File: src/design/vipt_defs.svh
`ifndef VIPT_DEFS_SVH
`define VIPT_DEFS_SVH

// Table geometry
`define VIPT_NUM_VEC 47
`define VIPT_VEC_W 6
`define VIPT_ADDR_W 19
`define VIPT_VBA_W 19
`define VIPT_VBA_RST 19'h0_0000
`define VIPT_LVL_W 2
`define VIPT_ENTRY_SHIFT 1

// Fixed core exceptions
`define VIPT_V_ILLEGAL 6'h02
`define VIPT_V_SWI3 6'h03
`define VIPT_V_STACK_OVF 6'h04
`define VIPT_V_MISALIGN 6'h05
// Debug port
`define VIPT_V_DBG_STEP 6'h06
`define VIPT_V_DBG_BKPT0 6'h07
`define VIPT_V_DBG_TRACE 6'h09
`define VIPT_V_DBG_TX_EMPTY 6'h0A
`define VIPT_V_DBG_RX_FULL 6'h0B
// Software and external requests
`define VIPT_V_SWI2 6'h0E
`define VIPT_V_SWI1 6'h0F
`define VIPT_V_SWI0 6'h10
`define VIPT_V_EXT_A 6'h11
`define VIPT_V_EXT_B 6'h12
// Power, clock, flash
`define VIPT_V_LVD 6'h14
`define VIPT_V_PLL 6'h15
`define VIPT_V_FLASH_ERR 6'h16
`define VIPT_V_FLASH_DONE 6'h17
`define VIPT_V_FLASH_EMPTY 6'h18
// CAN, GPIO, SPI, serial bases
`define VIPT_V_CAN_BASE 6'h1A
`define VIPT_V_GPIO_BASE 6'h1E
`define VIPT_V_SPI1_BASE 6'h26
`define VIPT_V_SPI0_BASE 6'h28
`define VIPT_V_ASU1_TX_EMPTY 6'h2A
`define VIPT_V_ASU1_TX_IDLE 6'h2B
`define VIPT_V_ASU1_RX_ERR 6'h2D
`define VIPT_V_ASU1_RX_FULL 6'h2E

// Level encodings
`define VIPT_LVL_0 2'h0
`define VIPT_LVL_1 2'h1
`define VIPT_LVL_2 2'h2
`define VIPT_LVL_3 2'h3

`endif

File: src/design/vipt_pkg.sv
`default_nettype none
package vipt_pkg;
  // Core exception requests
  typedef struct packed {
    logic illegal;
    logic swi3;
    logic stack_ovf;
    logic misalign;
    logic swi2;
    logic swi1;
    logic swi0;
  } vipt_core_s;

  // Debug port requests with their levels
  typedef struct packed {
    logic [4:0] req;
    logic [4:0][1:0] lvl;
  } vipt_dbg_s;

  // Peripheral requests: ext A,B, lvd, pll, flash x3, can x4, gpio F..A x6,
  // spi x4 (spi1 rx,tx, spi0 rx,tx), async serial x4 (tx empty, idle, rx err, full)
  typedef struct packed {
    logic [24:0] req;
    logic [24:0][1:0] lvl;
  } vipt_periph_s;

  // Answer to the core
  typedef struct packed {
    logic valid;
    logic [1:0] level;
    logic [5:0] vector;
    logic [18:0] address;
  } vipt_grant_s;

  // Registered state of the top
  typedef struct packed {
    vipt_grant_s grant;
  } vipt_state_s;
endpackage : vipt_pkg
`default_nettype wire

File: src/design/vipt_resolve.sv
`timescale 1ns/1ps
`default_nettype none
`include "vipt_defs.svh"

// Picks highest level, then lowest vector, over a flat request table
module vipt_resolve #(
  parameter int NUM_VEC = `VIPT_NUM_VEC
) (
  // Request table
  input wire logic [NUM_VEC-1:0] req,
  input wire logic [NUM_VEC-1:0][1:0] lvl,
  // Winner
  output logic found,
  output logic [1:0] win_lvl,
  output logic [5:0] win_vec
);
  // Scan from highest index down so the lowest vector wins ties
  always_comb begin
    found = 1'b0;
    win_lvl = `VIPT_LVL_0;
    win_vec = 6'h00;
    for (int i = NUM_VEC - 1; i >= 0; i--) begin
      if (req[i] && (!found || lvl[i] >= win_lvl)) begin
        found = 1'b1;
        win_lvl = lvl[i];
        win_vec = 6'(i);
      end
    end
  end
endmodule : vipt_resolve
`default_nettype wire

File: src/design/vipt_table.sv
`timescale 1ns/1ps
`default_nettype none
`include "vipt_defs.svh"

module vipt_table (
  // Clock and reset
  input wire logic clk,
  input wire logic rstn,
  // Vector base register
  input wire logic [18:0] vector_base_register,
  // Request sources
  input wire vipt_pkg::vipt_core_s core_req,
  input wire vipt_pkg::vipt_dbg_s dbg_req,
  input wire vipt_pkg::vipt_periph_s per_req,
  // Selected interrupt to the core
  output var vipt_pkg::vipt_grant_s grant
);
  import vipt_pkg::*;

  vipt_state_s state_reg;
  vipt_state_s state_next;
  logic [`VIPT_NUM_VEC-1:0] req_vec;
  logic [`VIPT_NUM_VEC-1:0][1:0] lvl_vec;
  logic found;
  logic [1:0] win_lvl;
  logic [5:0] win_vec;

  // Clamp a requested level into the range lo..hi
  function automatic logic [1:0] clamp_lvl(input logic [1:0] l, input logic [1:0] lo,
                                           input logic [1:0] hi);
    if (l < lo) begin
      return lo;
    end else if (l > hi) begin
      return hi;
    end
    return l;
  endfunction : clamp_lvl

  // Base plus two words per entry
  function automatic logic [18:0] vec_addr(input logic [18:0] base, input logic [5:0] v);
    return 19'(base + (19'(v) << `VIPT_ENTRY_SHIFT));
  endfunction : vec_addr

  // Map every source onto its fixed slot
  always_comb begin
    req_vec = '0;
    lvl_vec = '0;
    // Slots 0,1 stay idle for reset overlays; unlisted slots stay reserved
    req_vec[0] = 1'b0;
    req_vec[1] = 1'b0;
    req_vec[`VIPT_V_ILLEGAL] = core_req.illegal;
    req_vec[`VIPT_V_SWI3] = core_req.swi3;
    req_vec[`VIPT_V_STACK_OVF] = core_req.stack_ovf;
    req_vec[`VIPT_V_MISALIGN] = core_req.misalign;
    lvl_vec[`VIPT_V_ILLEGAL] = `VIPT_LVL_3;
    lvl_vec[`VIPT_V_SWI3] = `VIPT_LVL_3;
    lvl_vec[`VIPT_V_STACK_OVF] = `VIPT_LVL_3;
    lvl_vec[`VIPT_V_MISALIGN] = `VIPT_LVL_3;
    // Debug port, level 1..3
    req_vec[`VIPT_V_DBG_STEP] = dbg_req.req[0];
    req_vec[`VIPT_V_DBG_BKPT0] = dbg_req.req[1];
    req_vec[`VIPT_V_DBG_TRACE] = dbg_req.req[2];
    req_vec[`VIPT_V_DBG_TX_EMPTY] = dbg_req.req[3];
    req_vec[`VIPT_V_DBG_RX_FULL] = dbg_req.req[4];
    lvl_vec[`VIPT_V_DBG_STEP] = clamp_lvl(dbg_req.lvl[0], `VIPT_LVL_1, `VIPT_LVL_3);
    lvl_vec[`VIPT_V_DBG_BKPT0] = clamp_lvl(dbg_req.lvl[1], `VIPT_LVL_1, `VIPT_LVL_3);
    lvl_vec[`VIPT_V_DBG_TRACE] = clamp_lvl(dbg_req.lvl[2], `VIPT_LVL_1, `VIPT_LVL_3);
    lvl_vec[`VIPT_V_DBG_TX_EMPTY] = clamp_lvl(dbg_req.lvl[3], `VIPT_LVL_1, `VIPT_LVL_3);
    lvl_vec[`VIPT_V_DBG_RX_FULL] = clamp_lvl(dbg_req.lvl[4], `VIPT_LVL_1, `VIPT_LVL_3);
    // Software interrupts at fixed levels
    req_vec[`VIPT_V_SWI2] = core_req.swi2;
    req_vec[`VIPT_V_SWI1] = core_req.swi1;
    req_vec[`VIPT_V_SWI0] = core_req.swi0;
    lvl_vec[`VIPT_V_SWI2] = `VIPT_LVL_2;
    lvl_vec[`VIPT_V_SWI1] = `VIPT_LVL_1;
    lvl_vec[`VIPT_V_SWI0] = `VIPT_LVL_0;
    // External requests and power/clock/flash
    req_vec[`VIPT_V_EXT_A] = per_req.req[0];
    req_vec[`VIPT_V_EXT_B] = per_req.req[1];
    req_vec[`VIPT_V_LVD] = per_req.req[2];
    req_vec[`VIPT_V_PLL] = per_req.req[3];
    req_vec[`VIPT_V_FLASH_ERR] = per_req.req[4];
    req_vec[`VIPT_V_FLASH_DONE] = per_req.req[5];
    req_vec[`VIPT_V_FLASH_EMPTY] = per_req.req[6];
    lvl_vec[`VIPT_V_EXT_A] = clamp_lvl(per_req.lvl[0], `VIPT_LVL_0, `VIPT_LVL_2);
    lvl_vec[`VIPT_V_EXT_B] = clamp_lvl(per_req.lvl[1], `VIPT_LVL_0, `VIPT_LVL_2);
    lvl_vec[`VIPT_V_LVD] = clamp_lvl(per_req.lvl[2], `VIPT_LVL_0, `VIPT_LVL_2);
    lvl_vec[`VIPT_V_PLL] = clamp_lvl(per_req.lvl[3], `VIPT_LVL_0, `VIPT_LVL_2);
    lvl_vec[`VIPT_V_FLASH_ERR] = clamp_lvl(per_req.lvl[4], `VIPT_LVL_0, `VIPT_LVL_2);
    lvl_vec[`VIPT_V_FLASH_DONE] = clamp_lvl(per_req.lvl[5], `VIPT_LVL_0, `VIPT_LVL_2);
    lvl_vec[`VIPT_V_FLASH_EMPTY] = clamp_lvl(per_req.lvl[6], `VIPT_LVL_0, `VIPT_LVL_2);
    // CAN, GPIO F..A, SPI1 then SPI0 (contiguous runs)
    for (int k = 0; k < 4; k++) begin
      req_vec[`VIPT_V_CAN_BASE + k] = per_req.req[7 + k];
      lvl_vec[`VIPT_V_CAN_BASE + k] = clamp_lvl(per_req.lvl[7 + k], `VIPT_LVL_0, `VIPT_LVL_2);
    end
    for (int k = 0; k < 6; k++) begin
      req_vec[`VIPT_V_GPIO_BASE + k] = per_req.req[11 + k];
      lvl_vec[`VIPT_V_GPIO_BASE + k] = clamp_lvl(per_req.lvl[11 + k], `VIPT_LVL_0, `VIPT_LVL_2);
    end
    for (int k = 0; k < 4; k++) begin
      req_vec[`VIPT_V_SPI1_BASE + k] = per_req.req[17 + k];
      lvl_vec[`VIPT_V_SPI1_BASE + k] = clamp_lvl(per_req.lvl[17 + k], `VIPT_LVL_0, `VIPT_LVL_2);
    end
    // Async serial unit 1, slot 44 left reserved
    req_vec[`VIPT_V_ASU1_TX_EMPTY] = per_req.req[21];
    req_vec[`VIPT_V_ASU1_TX_IDLE] = per_req.req[22];
    req_vec[`VIPT_V_ASU1_RX_ERR] = per_req.req[23];
    req_vec[`VIPT_V_ASU1_RX_FULL] = per_req.req[24];
    lvl_vec[`VIPT_V_ASU1_TX_EMPTY] = clamp_lvl(per_req.lvl[21], `VIPT_LVL_0, `VIPT_LVL_2);
    lvl_vec[`VIPT_V_ASU1_TX_IDLE] = clamp_lvl(per_req.lvl[22], `VIPT_LVL_0, `VIPT_LVL_2);
    lvl_vec[`VIPT_V_ASU1_RX_ERR] = clamp_lvl(per_req.lvl[23], `VIPT_LVL_0, `VIPT_LVL_2);
    lvl_vec[`VIPT_V_ASU1_RX_FULL] = clamp_lvl(per_req.lvl[24], `VIPT_LVL_0, `VIPT_LVL_2);
  end

  // Priority resolution
  vipt_resolve #(
    .NUM_VEC(`VIPT_NUM_VEC)
  ) u_resolve (
    .req(req_vec),
    .lvl(lvl_vec),
    .found(found),
    .win_lvl(win_lvl),
    .win_vec(win_vec)
  );

  // Next registered grant
  always_comb begin
    state_next = state_reg;
    state_next.grant.valid = found;
    state_next.grant.level = found ? win_lvl : `VIPT_LVL_0;
    state_next.grant.vector = found ? win_vec : 6'h00;
    state_next.grant.address = found ? vec_addr(vector_base_register, win_vec)
                                     : vector_base_register;
  end

  // State register
  always_ff @(posedge clk or negedge rstn) begin
    if (!rstn) begin
      state_reg <= '0;
    end else begin
      state_reg <= state_next;
    end
  end

  assign grant = state_reg.grant;
endmodule : vipt_table
`default_nettype wire

File: config.mk
export PLATFORM = sky130hd
export DESIGN_NAME = vipt_table
export DESIGN_NICKNAME = d
export VERILOG_FILES = /design/src/design/vipt_pkg.sv /design/src/design/vipt_resolve.sv /design/src/design/vipt_table.sv
export VERILOG_INCLUDE_DIRS = /design/src /design/src/design
export SDC_FILE = /design/constraint.sdc
export NUM_CORES = 1
export LEC_CHECK = 0
export BUFFER_PORTS_ARGS = -buffer_cell sky130_fd_sc_hd__buf_2
export CELL_PAD_IN_SITES_DETAIL_PLACEMENT = 2
export CELL_PAD_IN_SITES_GLOBAL_PLACEMENT = 2
export CORE_MARGIN = 3
export CORE_UTILIZATION = 30
export CTS_CLUSTER_DIAMETER = 120
export DETAILED_ROUTE_END_ITERATION = 10
export PLACE_DENSITY_LB_ADDON = 0.1
export SYNTH_ARGS = -nofsm -noshare
export SYNTH_HDL_FRONTEND = slang
export SYNTH_SLANG_ARGS = --single-unit
export TNS_END_PERCENT = 50
File: constraint.sdc
create_clock -name clk -period 0.8 [get_ports clk]
set_clock_uncertainty 0.2 [all_clocks]
set_input_delay 0.04 -clock clk [delete_from_list [all_inputs] [get_ports clk]]
set_output_delay 0.04 -clock clk [all_outputs]
set_load 0.02 [all_outputs]
==> results of run 1 <==
## cell usage after synthesis, types with 10 or more instances
| cell type | number | share of area (%) |
|---|---|---|
| nor2_1 | 36 | 2.6 |
| a21oi_1 | 33 | 3.2 |
| and2_1 | 11 | 1.3 |
| nor2b_1 | 20 | 2.4 |
| dfrtp_1 | 28 | 14 |
| nor3_1 | 15 | 1.5 |
| mux2_2 | 13 | 2.8 |
| nand2b_1 | 39 | 4.7 |
| inv_1 | 50 | 3.6 |
| o21ai_0 | 36 | 3.5 |
| nor4_1 | 11 | 1.3 |
| ha_1 | 62 | 15 |
| o21a_1 | 10 | 1.5 |
| a21o_1 | 24 | 3.5 |
| mux2i_1 | 10 | 1.9 |
| clkbuf_1 | 30 | 2.2 |
| nand3_1 | 18 | 1.8 |
| nand2_1 | 53 | 3.9 |
## logic make-up after synthesis
kind of cell             synth area share, %
AO/OA/AOI/OAI                           28.4
XOR/XNOR                                2.72
adder cells (fa/ha/maj)                 15.9
buffers and inverters                   6.56
flip-flops                              13.6
multiplexers                            5.08
AND/OR/NAND/NOR                         27.8
## metrics by stage
step / hold WS, ps / instance area (sq um) / TNS [ps]
floorplan: -456 / 5620 / -836620
global placement: -207 / 8800 / -870880
==> impl_results.md, run 1 <==
* Run status: aborted with a tool error
* Failed at: detailed placement (3_5_place_dp)
* Stop Error: [ERROR DPL-0033] detailed placement checks failed during check placement.
* Top_reg_cell synth: dfrtp_1
* Register area share after synthesis at 13.6%
* Async S/R FF share, synth at 100%
* EDFF count, synth at 0
* Final GP Congestion at 0.907
* Yosys warning count at 0
* Number of synthesized register bits at 28
* HPWL reported at the end of detailed placement at 26.0 mm
* Post-synth cell types at 90
* Io pins at 146
* Synthesized Nets at 859
* Mapped Cells at 678
* Die Y at 137 um
* I/O Buffers at 145
* Mapped Area at 5150 sq um
* Starting density of the core at 30.8%
* Syn Area/Cell at 7.59 sq um
* Num rows at 47
* Die width at 137 um
==> inputs of run 2 (changes only) <==
- CELL_PAD_IN_SITES_DETAIL_PLACEMENT: 2 -> not set
- CELL_PAD_IN_SITES_GLOBAL_PLACEMENT: 2 -> not set
- CORE_UTILIZATION: 30 -> 29
- CTS_CLUSTER_DIAMETER: 120 -> not set
- PLACE_DENSITY_LB_ADDON: 0.1 -> 0.15
==> impl_results.md, run 2 <==
* Worst path bufs/invs at 12
* # H-tree levels at 1
* Slew headroom at 53.6%
* Largest net degree at the start of global routing at 20
* Final Hold Vio Count at 29
* Starting DRC count in detailed routing at 260
* Layout cells sized above 1 at 67.2%
* Syn Area/Cell at 7.59 sq um (unchanged)
* Vias per Instance at 5.00
* Flop pwr share at 3.7%
* Overall Global Routing Usage at 20.0%
* Yosys warning count at 0 (unchanged)
* Part of the power in combinational logic at 94.1%
* Fin nets at 1413
* Clock Path Buffers at 2
* Worst-path clk slew at 60 ps
* Synth top area share at 15.1% (unchanged)
* CP peak stage delay at 410 ps
* Io pins at 146 (unchanged)
* I/O Buffers at 145 (unchanged)
* Commonest non-fill, non-tap cell in the layout: buf_4
* Startpoint Class: input port
* Die width at 139 um (+1.6%)
* CP Capture Type: flip-flop
* Kind of critical path: input port to flip-flop
* Sw frac at 41.9%
* Clk root buf: clkbuf_16
* Place WS at -34510 ps
* Slew @ Worst Pin at 687 ps
* EDFF count, synth at 0 (unchanged)
* Final GP Congestion at 0.895 (-1.3%)
* Worst VDD drop at 0.00205 V
* Synthesized Nets at 859 (unchanged)
* Req. time, crit path at 770 ps
* Max FFs per register at 28
* First-pass GRT wire length at 33.6 mm
* Seq. cell area at 701 sq um
* Core area at 17400 sq um
* PwrDens at 4280 nW/um^2
* CTS tree: done
* Die Y at 139 um (+1.6%)
* Max-Cap Viols at 0
* Vias at 7275
* Largest cells by area after synthesis: ha_1 (15%), dfrtp_1 (14%), nand2b_1 (4.7%)
* Number of global-route vias before repair at 7567
* Area leader, netlist: ha_1
* Slew Limit Fails at 0
* Clock sink count at 28
* Post-Route WL at 22.1 mm
* Final Util at 63.5%
* Worst hold margin at -228 ps
* Static Leak at 5.38 nW
* CP most frequent cell: nand2b_4
* CP max-delay cell: or3b_4
* Top_reg_cell synth: dfrtp_1
* # setup viols final at 55
* Pint at 0.0274 W
* Starting density of the core at 29.6% (-1.2 points)
* Top cells by count, synth: ha_1 (62), nand2_1 (53), inv_1 (50)
* Clk pwr share at 2.2%
* Area occupied by multi-input gates at 5560 sq um
* Initial antenna violation count at 1
* Number of remaining DRC errors at 0
* Overflow left after global routing at 0
* WL/cell at 15.2 um
* Number of synthesized register bits at 28 (unchanged)
* Antenna viol nets, final at 0
* HPWL reported at the end of detailed placement at 16.2 mm (-38%)
* Minimum clock period at 34690 ps
* TritonCTS Buffers at 3
* RSZ-0062 raised after global routing: true
* Post-synth cell types at 90 (unchanged)
* Die area at 19400 sq um
* Mapped Cells at 678 (unchanged)
* Area Overhead vs Synth at 114%
* Fillers at 1424
* Final period utilization at 4340%
* Psw at 0.0197 W
* Fmax achieved at 0.0288 GHz
* Num rows at 48 (+2.1%)
* Async S/R FF share, synth at 100% (unchanged)
* Critical path data arrival time at 34650 ps
* Failing checks: hold timing, setup timing
* Crit path max-delay family: compound AO/OA/AOI/OAI gates
* Cts-stage hold buffer count at 2
* Setup ws final at -33890 ps
* Mapped Area at 5150 sq um (unchanged)
* Run status: complete, but fails checks
* DRT Pass-1 Iters at 4
* Hold Crit Class: input port to flip-flop
* CP max FO at 5
* Most frequent cells in the layout: buf_4 (423), buf_2 (128), nand2_1 (46)
* Count leader, synth: ha_1
* Register area share after synthesis at 13.6% (unchanged)
## run 2: cell counts after synthesis
Identical to the previous run, type by type.
## run 2: cells by family after synthesis
logic type,share of synthesized area (%)
and+or+nand+nor,27.8
adders and majority gates,15.9
AOI/OAI and AO/OA,28.4
buffers and inverters,6.56
muxes,5.08
xor gates and xnor gates,2.72
DFF,13.6
## run 2: path summary, 6_finish.rpt
check,startpoint,endpoint,slack [ps],cells past startpoint
min,vector_base_register[18],grant[18],-230,2
max,per_req[49],grant[17],-33890,199
min in group asynchronous,rstn,grant[22],-30,2
max in group asynchronous,rstn,grant[5],110,3
## run 2: power by group through the flow
stage | registers [W] | logic [W] | clock network, W
after floorplan | 0.00209 | 0.0174 | 0
after global placement | 0.00173 | 0.0294 | 0
after detailed placement | 0.00174 | 0.0303 | 0
after CTS | 0.00171 | 0.0365 | 0.00109
after global routing | 0.00175 | 0.0477 | 0.00113
final | 0.00173 | 0.0443 | 0.00106
## run 2: layer usage
metal | GRT usage, % | part of all wire, %
met4 | 5.30 | 2.6
met1 | 23.7 | 40
met2 | 38.4 | 54
met3 | 1.75 | 3.7
met5 | 0 | 0
## run 2: cell type report
cell class,instances,share of cell area [%]
clock buffer,3,0.681
timing repair buffer,584,38.1
tap,225,2.56
multi-input combinational,565,50.5
inverter,50,1.75
sequential,28,6.36
antenna,1,0.0227
## run 2: what timing repair did
item	4_1_cts	5_1_grt
setup endpoints to repair	55	74
resized for setup	58	178
setup buffers	97	49
pin swaps	51	130
hold endpoints to repair	49	27
## run 2: metrics by stage
step	TNS, ps	total power, W	instances	area (sq um)	hold slack, ps
detailed placement	-881920	0.0320	1315	8750	-289
global placement	-849680	0.0311	1315	8750	-290
floorplan	-836620	0.0195	678	5620	-456
finish	-870650	0.0471	1456	11000	-228
CTS	-857360	0.0393	1417	9850	-234
global route	-912220	0.0506	1456	11000	-232
Power figures use the tool's default switching activity.
==> inputs of run 3 (changes only) <==
- GPL_ROUTABILITY_DRIVEN: not set -> 0
- SYNTH_HIERARCHICAL: not set -> 1
==> impl_results.md, run 3 <==
* Max FFs per register at 28 (unchanged)
* Most frequent cells in the layout: buf_4 (437), buf_2 (130), conb_1 (130)
* # setup viols final at 55 (unchanged)
* RSZ-0062 raised after global routing: true
* Largest net degree at the start of global routing at 29 (+45%)
* Overall Global Routing Usage at 19.2% (-0.79 points)
* Clk root buf: clkbuf_16
* Critical path data arrival time at 38150 ps (+3500 ps)
* Area Overhead vs Synth at 106%
* First-pass GRT wire length at 39.3 mm (+17%)
* CTS tree: done
* Overflow left after global routing at 0 (unchanged)
* Register area share after synthesis at 10.9% (-2.7 points)
* Num rows at 53 (+10%)
* Slew headroom at 64.5% (+11 points)
* Mapped Area at 6430 sq um (+25%)
* I/O Buffers at 145 (unchanged)
* Worst hold margin at -242 ps (-13.4 ps)
* Async S/R FF share, synth at 100% (unchanged)
* Final period utilization at 4770% (+440 points)
* Vias per Instance at 4.75 (-5.0%)
* Slew Limit Fails at 0 (unchanged)
* Largest cells by area after synthesis: ha_1 (12%), dfrtp_1 (11%), nand2_1 (5.4%)
* Static Leak at 6.44 nW (+20%)
* Core area at 21400 sq um (+23%)
* Area leader, netlist: ha_1
* Minimum clock period at 38200 ps (+3510 ps)
* Starting DRC count in detailed routing at 343 (+32%)
* Top cells by count, synth: nand2_1 (92), inv_1 (73), nor2_1 (66)
* CP max-delay cell: or4b_4
* Hold Crit Class: input port to flip-flop
* Fmax achieved at 0.0262 GHz (-9.2%)
* TritonCTS Buffers at 3 (unchanged)
* Setup ws final at -37400 ps (-3510 ps)
* HP Start: vector_base_register[18]
* Startpoint Class: input port
* Layout cells sized above 1 at 54.4% (-13 points)
* Cts-stage hold buffer count at 2 (unchanged)
* CP max FO at 7 (+2)
* DRT Pass-1 Iters at 5 (+1)
* CP peak stage delay at 560 ps (+150 ps)
* Number of remaining DRC errors at 0 (unchanged)
* Initial antenna violation count at 0 (-1)
* Io pins at 146 (unchanged)
* Number of global-route vias before repair at 8476 (+12%)
* Die Y at 155 um (+11%)
* Starting density of the core at 30.0% (+0.38 points)
* # H-tree levels at 1 (unchanged)
* Mapped Cells at 909 (+34%)
* Clock Path Buffers at 2 (unchanged)
* Fin nets at 1796 (+27%)
* Hold Path Depth at 2 (unchanged)
* Antenna viol nets, final at 0 (unchanged)
* Req. time, crit path at 750 ps (-20 ps)
* CP most frequent cell: nand2b_4
* Top_reg_cell synth: dfrtp_1
* Syn Area/Cell at 7.08 sq um (-6.8%)
* Run status: complete, but fails checks
* HPWL reported at the end of detailed placement at 19.5 mm (+21%)
* Worst VDD drop at 0.000795 V (-61%)
* Post-synth cell types at 105 (+17%)
* Worst-path clk slew at 70 ps (about the same)
* PwrDens at 1320 nW/um^2 (-69%)
* Vias at 8979 (+23%)
* Post-Route WL at 25.8 mm (+17%)
* CP Capture Type: flip-flop
* Final Hold Vio Count at 17 (-41%)
* Yosys warning count at 6 (+6)
* Number of synthesized register bits at 28 (unchanged)
* Placed insts at 1734 (+32%)
* Final Non-Filler Cells at 1891 (+30%)
* Clock sink count at 28 (unchanged)
* Kind of critical path: input port to flip-flop
* EDFF count, synth at 0 (unchanged)
* Place WS at -38390 ps (-3880 ps)
* WL/cell at 13.6 um (-10%)
* Max-Cap Viols at 0 (unchanged)
* Count leader, synth: nand2_1
* Die area at 24000 sq um (+24%)
* Slew @ Worst Pin at 528 ps (-159 ps)
* Failing checks: hold timing, setup timing
* Die width at 155 um (+11%)
* N_diodes at 0 (-1)
* Commonest non-fill, non-tap cell in the layout: buf_4
* Synth top area share at 11.7% (-3.4 points)
* Min-Delay Endpoint: grant[18]
run 3: cell types whose count changed in the layout (fill, tap and decap cells not counted), sizes merged, moves of 8 or more:
cell	previous run	this run
nor3	15	24
conb	0	130
a21oi	35	50
nor2b	20	42
inv	50	74
a21o	24	12
xor2	9	1
nor2	36	66
and2	14	28
nand2	54	92
buf	581	616
o21ai	42	61
run 3: timing repair:
action / in CTS / in global routing
pin swaps: 76 / 144
setup buffers: 102 / 64
cloned: 0 / 0
hold endpoints to repair: 47 / 17
resized for setup: 36 / 177
setup endpoints to repair: 55 / 55
run 3: cells by family after synthesis:
| logic type | count (synthesis) | share of synthesized area, % |
|---|---|---|
| buffers and inverters | 117 | 6.92 |
| other | 2 | 0.117 |
| xor gates and xnor gates | 15 | 2.04 |
| and+or+nand+nor | 380 | 31.5 |
| DFF | 28 | 10.9 |
| muxes | 17 | 2.94 |
| AOI/OAI and AO/OA | 284 | 32.8 |
| adders and majority gates | 66 | 12.8 |
run 3: through the flow:
step	power (W)	util, %	instance area [sq um]	TNS [ps]
after CTS	0.0154	56.3	12100	-942950
final	0.0176	61.9	13300	-943050
after floorplan	0.00852	-	7650	-921920
after global placement	0.0125	51.2	11000	-948380
after global routing	0.0189	61.9	13300	-994480
after detailed placement	0.0127	51.2	11000	-959750
run 3: layout make-up:
| cell class | instances | area (sq um) |
|---|---|---|
| Clock buffer | 3 | 75.1 |
| Sequential cell | 28 | 701 |
| Fill cell | 1844 | 8150 |
| Multi-Input combinational cell | 892 | 7290 |
| Clock inverter | 1 | 30.0 |
| Timing Repair Buffer | 618 | 4550 |
| Tap cell | 275 | 344 |
| Inverter | 74 | 280 |
run 3: routing by layer:
| metal | vias up | share of wire (%) | global-route usage, % |
|---|---|---|---|
| met5 | - | 0 | 0 |
| met4 | 0 | 1.7 | 3.03 |
| met3 | 33 | 3.4 | 0.751 |
| met2 | 193 | 50 | 34.8 |
| met1 | 4127 | 45 | 25.8 |
| li1 | 4626 | - | - |
run 3: worst max path at each step:
stage	to	startpoint	slack, ps
after floorplan	grant[5]	per_req[48]	-36920
after global placement	grant[5]	per_req[48]	-37910
after detailed placement	grant[5]	per_req[48]	-38390
after CTS	grant[5]	per_req[48]	-37430
after global routing	grant[5]	per_req[49]	-39400
final	grant[5]	per_req[48]	-37400
run 3: worst max-delay path: cells and delay by family:
family	cells	cell delay, ps
mux	8	2330
buf+inv	8	690
compound gates	94	14420
simple gates	87	11200
fa+ha+maj	36	9380
run 3: report_power, final:
group          switching [W]  internal (W)
Combinational        0.00633       0.00804
Clock               0.000481      0.000997
Sequential         0.0000944       0.00163
Total                0.00691        0.0107
==> inputs of run 4 (changes only) <==
- RECOVER_POWER: not set -> 25
==> impl_results.md, run 4 (synthesis results as in run 3) <==
* Final Util at 61.9% (about the same)
* Layout cells sized above 1 at 54.4% (unchanged)
* Part of the power in combinational logic at 81.8% (about the same)
* Clk root buf: clkbuf_16
* Met1 WL at 11.7 mm (about the same)
* WL/cell at 13.6 um (about the same)
* Final Hold Vio Count at 17 (unchanged)
* Metal2 WL at 12.8 mm (about the same)
* CP peak stage delay at 560 ps (about the same)
* Setup ws final at -37390 ps (+3.80 ps)
* Post-DP Area at 11000 sq um (unchanged)
* Worst VDD drop at 0.000795 V (about the same)
* Sw frac at 39.3% (about the same)
* CP max FO at 7 (unchanged)
* I/O Buffers at 145 (unchanged)
* Vias at 8977 (-0.022%)
* Startpoint Class: input port
* Hold Crit Class: input port to flip-flop
* TritonCTS Buffers at 3 (unchanged)
* Vias per Instance at 4.75 (about the same)
* CTS tree: done
* Antenna viol nets, final at 0 (unchanged)
* CP Capture Type: flip-flop
* Die width at 155 um (unchanged)
* Most frequent cells in the layout: buf_4 (437), buf_2 (130), conb_1 (130)
* Run status: complete, but fails checks
* Top Layer Used: met4
* Slew @ Worst Pin at 528 ps (unchanged)
* Core area at 21400 sq um (unchanged)
* PwrDens at 1320 nW/um^2 (about the same)
* Fin nets at 1796 (unchanged)
* Flop pwr share at 9.8% (about the same)
* First-pass GRT wire length at 39.3 mm (unchanged)
* Max-Cap Viols at 0 (unchanged)
* Kind of critical path: input port to flip-flop
* Pint at 0.0107 W (about the same)
* Psw at 0.00690 W (about the same)
* Critical path data arrival time at 38140 ps (about the same)
* Number of remaining DRC errors at 0 (unchanged)
* Starting density of the core at 30.0% (unchanged)
* # setup viols final at 55 (unchanged)
* Initial antenna violation count at 0 (unchanged)
* Num rows at 53 (unchanged)
* CP most frequent cell: nand2b_4
* Fin area at 13300 sq um (about the same)
* Area Overhead vs Synth at 106% (about the same)
* RSZ-0062 raised after global routing: true
* Overall Global Routing Usage at 19.2% (unchanged)
* N_diodes at 0 (unchanged)
* Starting DRC count in detailed routing at 343 (unchanged)
* Slew headroom at 64.5% (unchanged)
* Static Leak at 6.43 nW (about the same)
* Final period utilization at 4770% (about the same)
* Cts-stage hold buffer count at 2 (unchanged)
* Commonest non-fill, non-tap cell in the layout: buf_4
* Worst hold margin at -242 ps (unchanged)
* Largest net degree at the start of global routing at 29 (unchanged)
* Failing checks: hold timing, setup timing
* Worst-path clk slew at 70 ps (about the same)
* Die area at 24000 sq um (unchanged)
* Max FFs per register at 28 (unchanged)
* Slew Limit Fails at 0 (unchanged)
* Die Y at 155 um (unchanged)
* Post-Route WL at 25.8 mm (about the same)
* Clk pwr share at 8.4% (about the same)
* Number of global-route vias before repair at 8476 (unchanged)
* Fmax achieved at 0.0262 GHz (about the same)
* # H-tree levels at 1 (unchanged)
* Io pins at 146 (unchanged)
* Clock Path Buffers at 2 (unchanged)
* Overflow left after global routing at 0 (unchanged)
* CP max-delay cell: or4b_4
* Clock sink count at 28 (unchanged)
* Minimum clock period at 38190 ps (-3.80 ps)
* Wire length on met3 at 878 um (unchanged)
* Setup TNS at -942960 ps (+96.0 ps)
* Crit path max-delay family: compound AO/OA/AOI/OAI gates
* HPWL reported at the end of detailed placement at 19.5 mm (unchanged)
* Worst path bufs/invs at 8 (unchanged)
* DRT Pass-1 Iters at 5 (unchanged)
* Req. time, crit path at 750 ps (about the same)
==> run 4: cell types whose count changed in the layout (fill, tap and decap cells not counted) <==
cell / delta
buf_12: -1
buf_6: +1
==> run 4: worst paths after layout <==
check	startpoint	endpoint	slack, ps	cells after the start
min	vector_base_register[18]	grant[18]	-240	2
min in group asynchronous	rstn	grant[20]	60	3
max	per_req[48]	grant[5]	-37390	233
max in group asynchronous	rstn	grant[3]	130	3
==> run 4: per-stage QoR <==
step | cells | setup slack [ps] | total power [W]
4_1_cts | 1842 | -37430 | 0.0154
5_1_grt | 1891 | -39400 | 0.0189
2_1_floorplan | 1037 | -36920 | 0.00852
3_3_place_gp | 1734 | -37910 | 0.0125
6_report | 1891 | -37390 | 0.0176
3_5_place_dp | 1734 | -38390 | 0.0127
==> run 4: routing by layer <==
layer / vias up / track usage, %
met4: 0 / 3.03
met5: - / 0
li1: 4626 / -
met1: 4125 / 25.8
met3: 33 / 0.751
met2: 193 / 34.8
==> run 4: power by group through the flow <==
| stage | clock network (W) | registers [W] | logic (W) |
|---|---|---|---|
| floorplan | 0 | 0.00200 | 0.00652 |
| global placement | 0 | 0.00172 | 0.0108 |
| detailed placement | 0 | 0.00172 | 0.0109 |
| CTS | 0.00149 | 0.00171 | 0.0122 |
| global route | 0.00156 | 0.00174 | 0.0156 |
| finish | 0.00148 | 0.00173 | 0.0144 |
==> run 4: cell type report <==
cell class | count | area (sq um)
Clock buffer | 3 | 75.1
Timing Repair Buffer | 618 | 4540
Multi-Input combinational cell | 892 | 7290
Clock inverter | 1 | 30.0
Sequential cell | 28 | 701
Tap cell | 275 | 344
Inverter | 74 | 280
Fill cell | 1847 | 8160
==> run 4: timing repair <==
action,CTS,global route
setup endpoints to repair,55,55
gates resized for setup,36,177
hold endpoints to repair,47,17
setup buffers,102,64
pin swaps,76,144
gates cloned,0,0
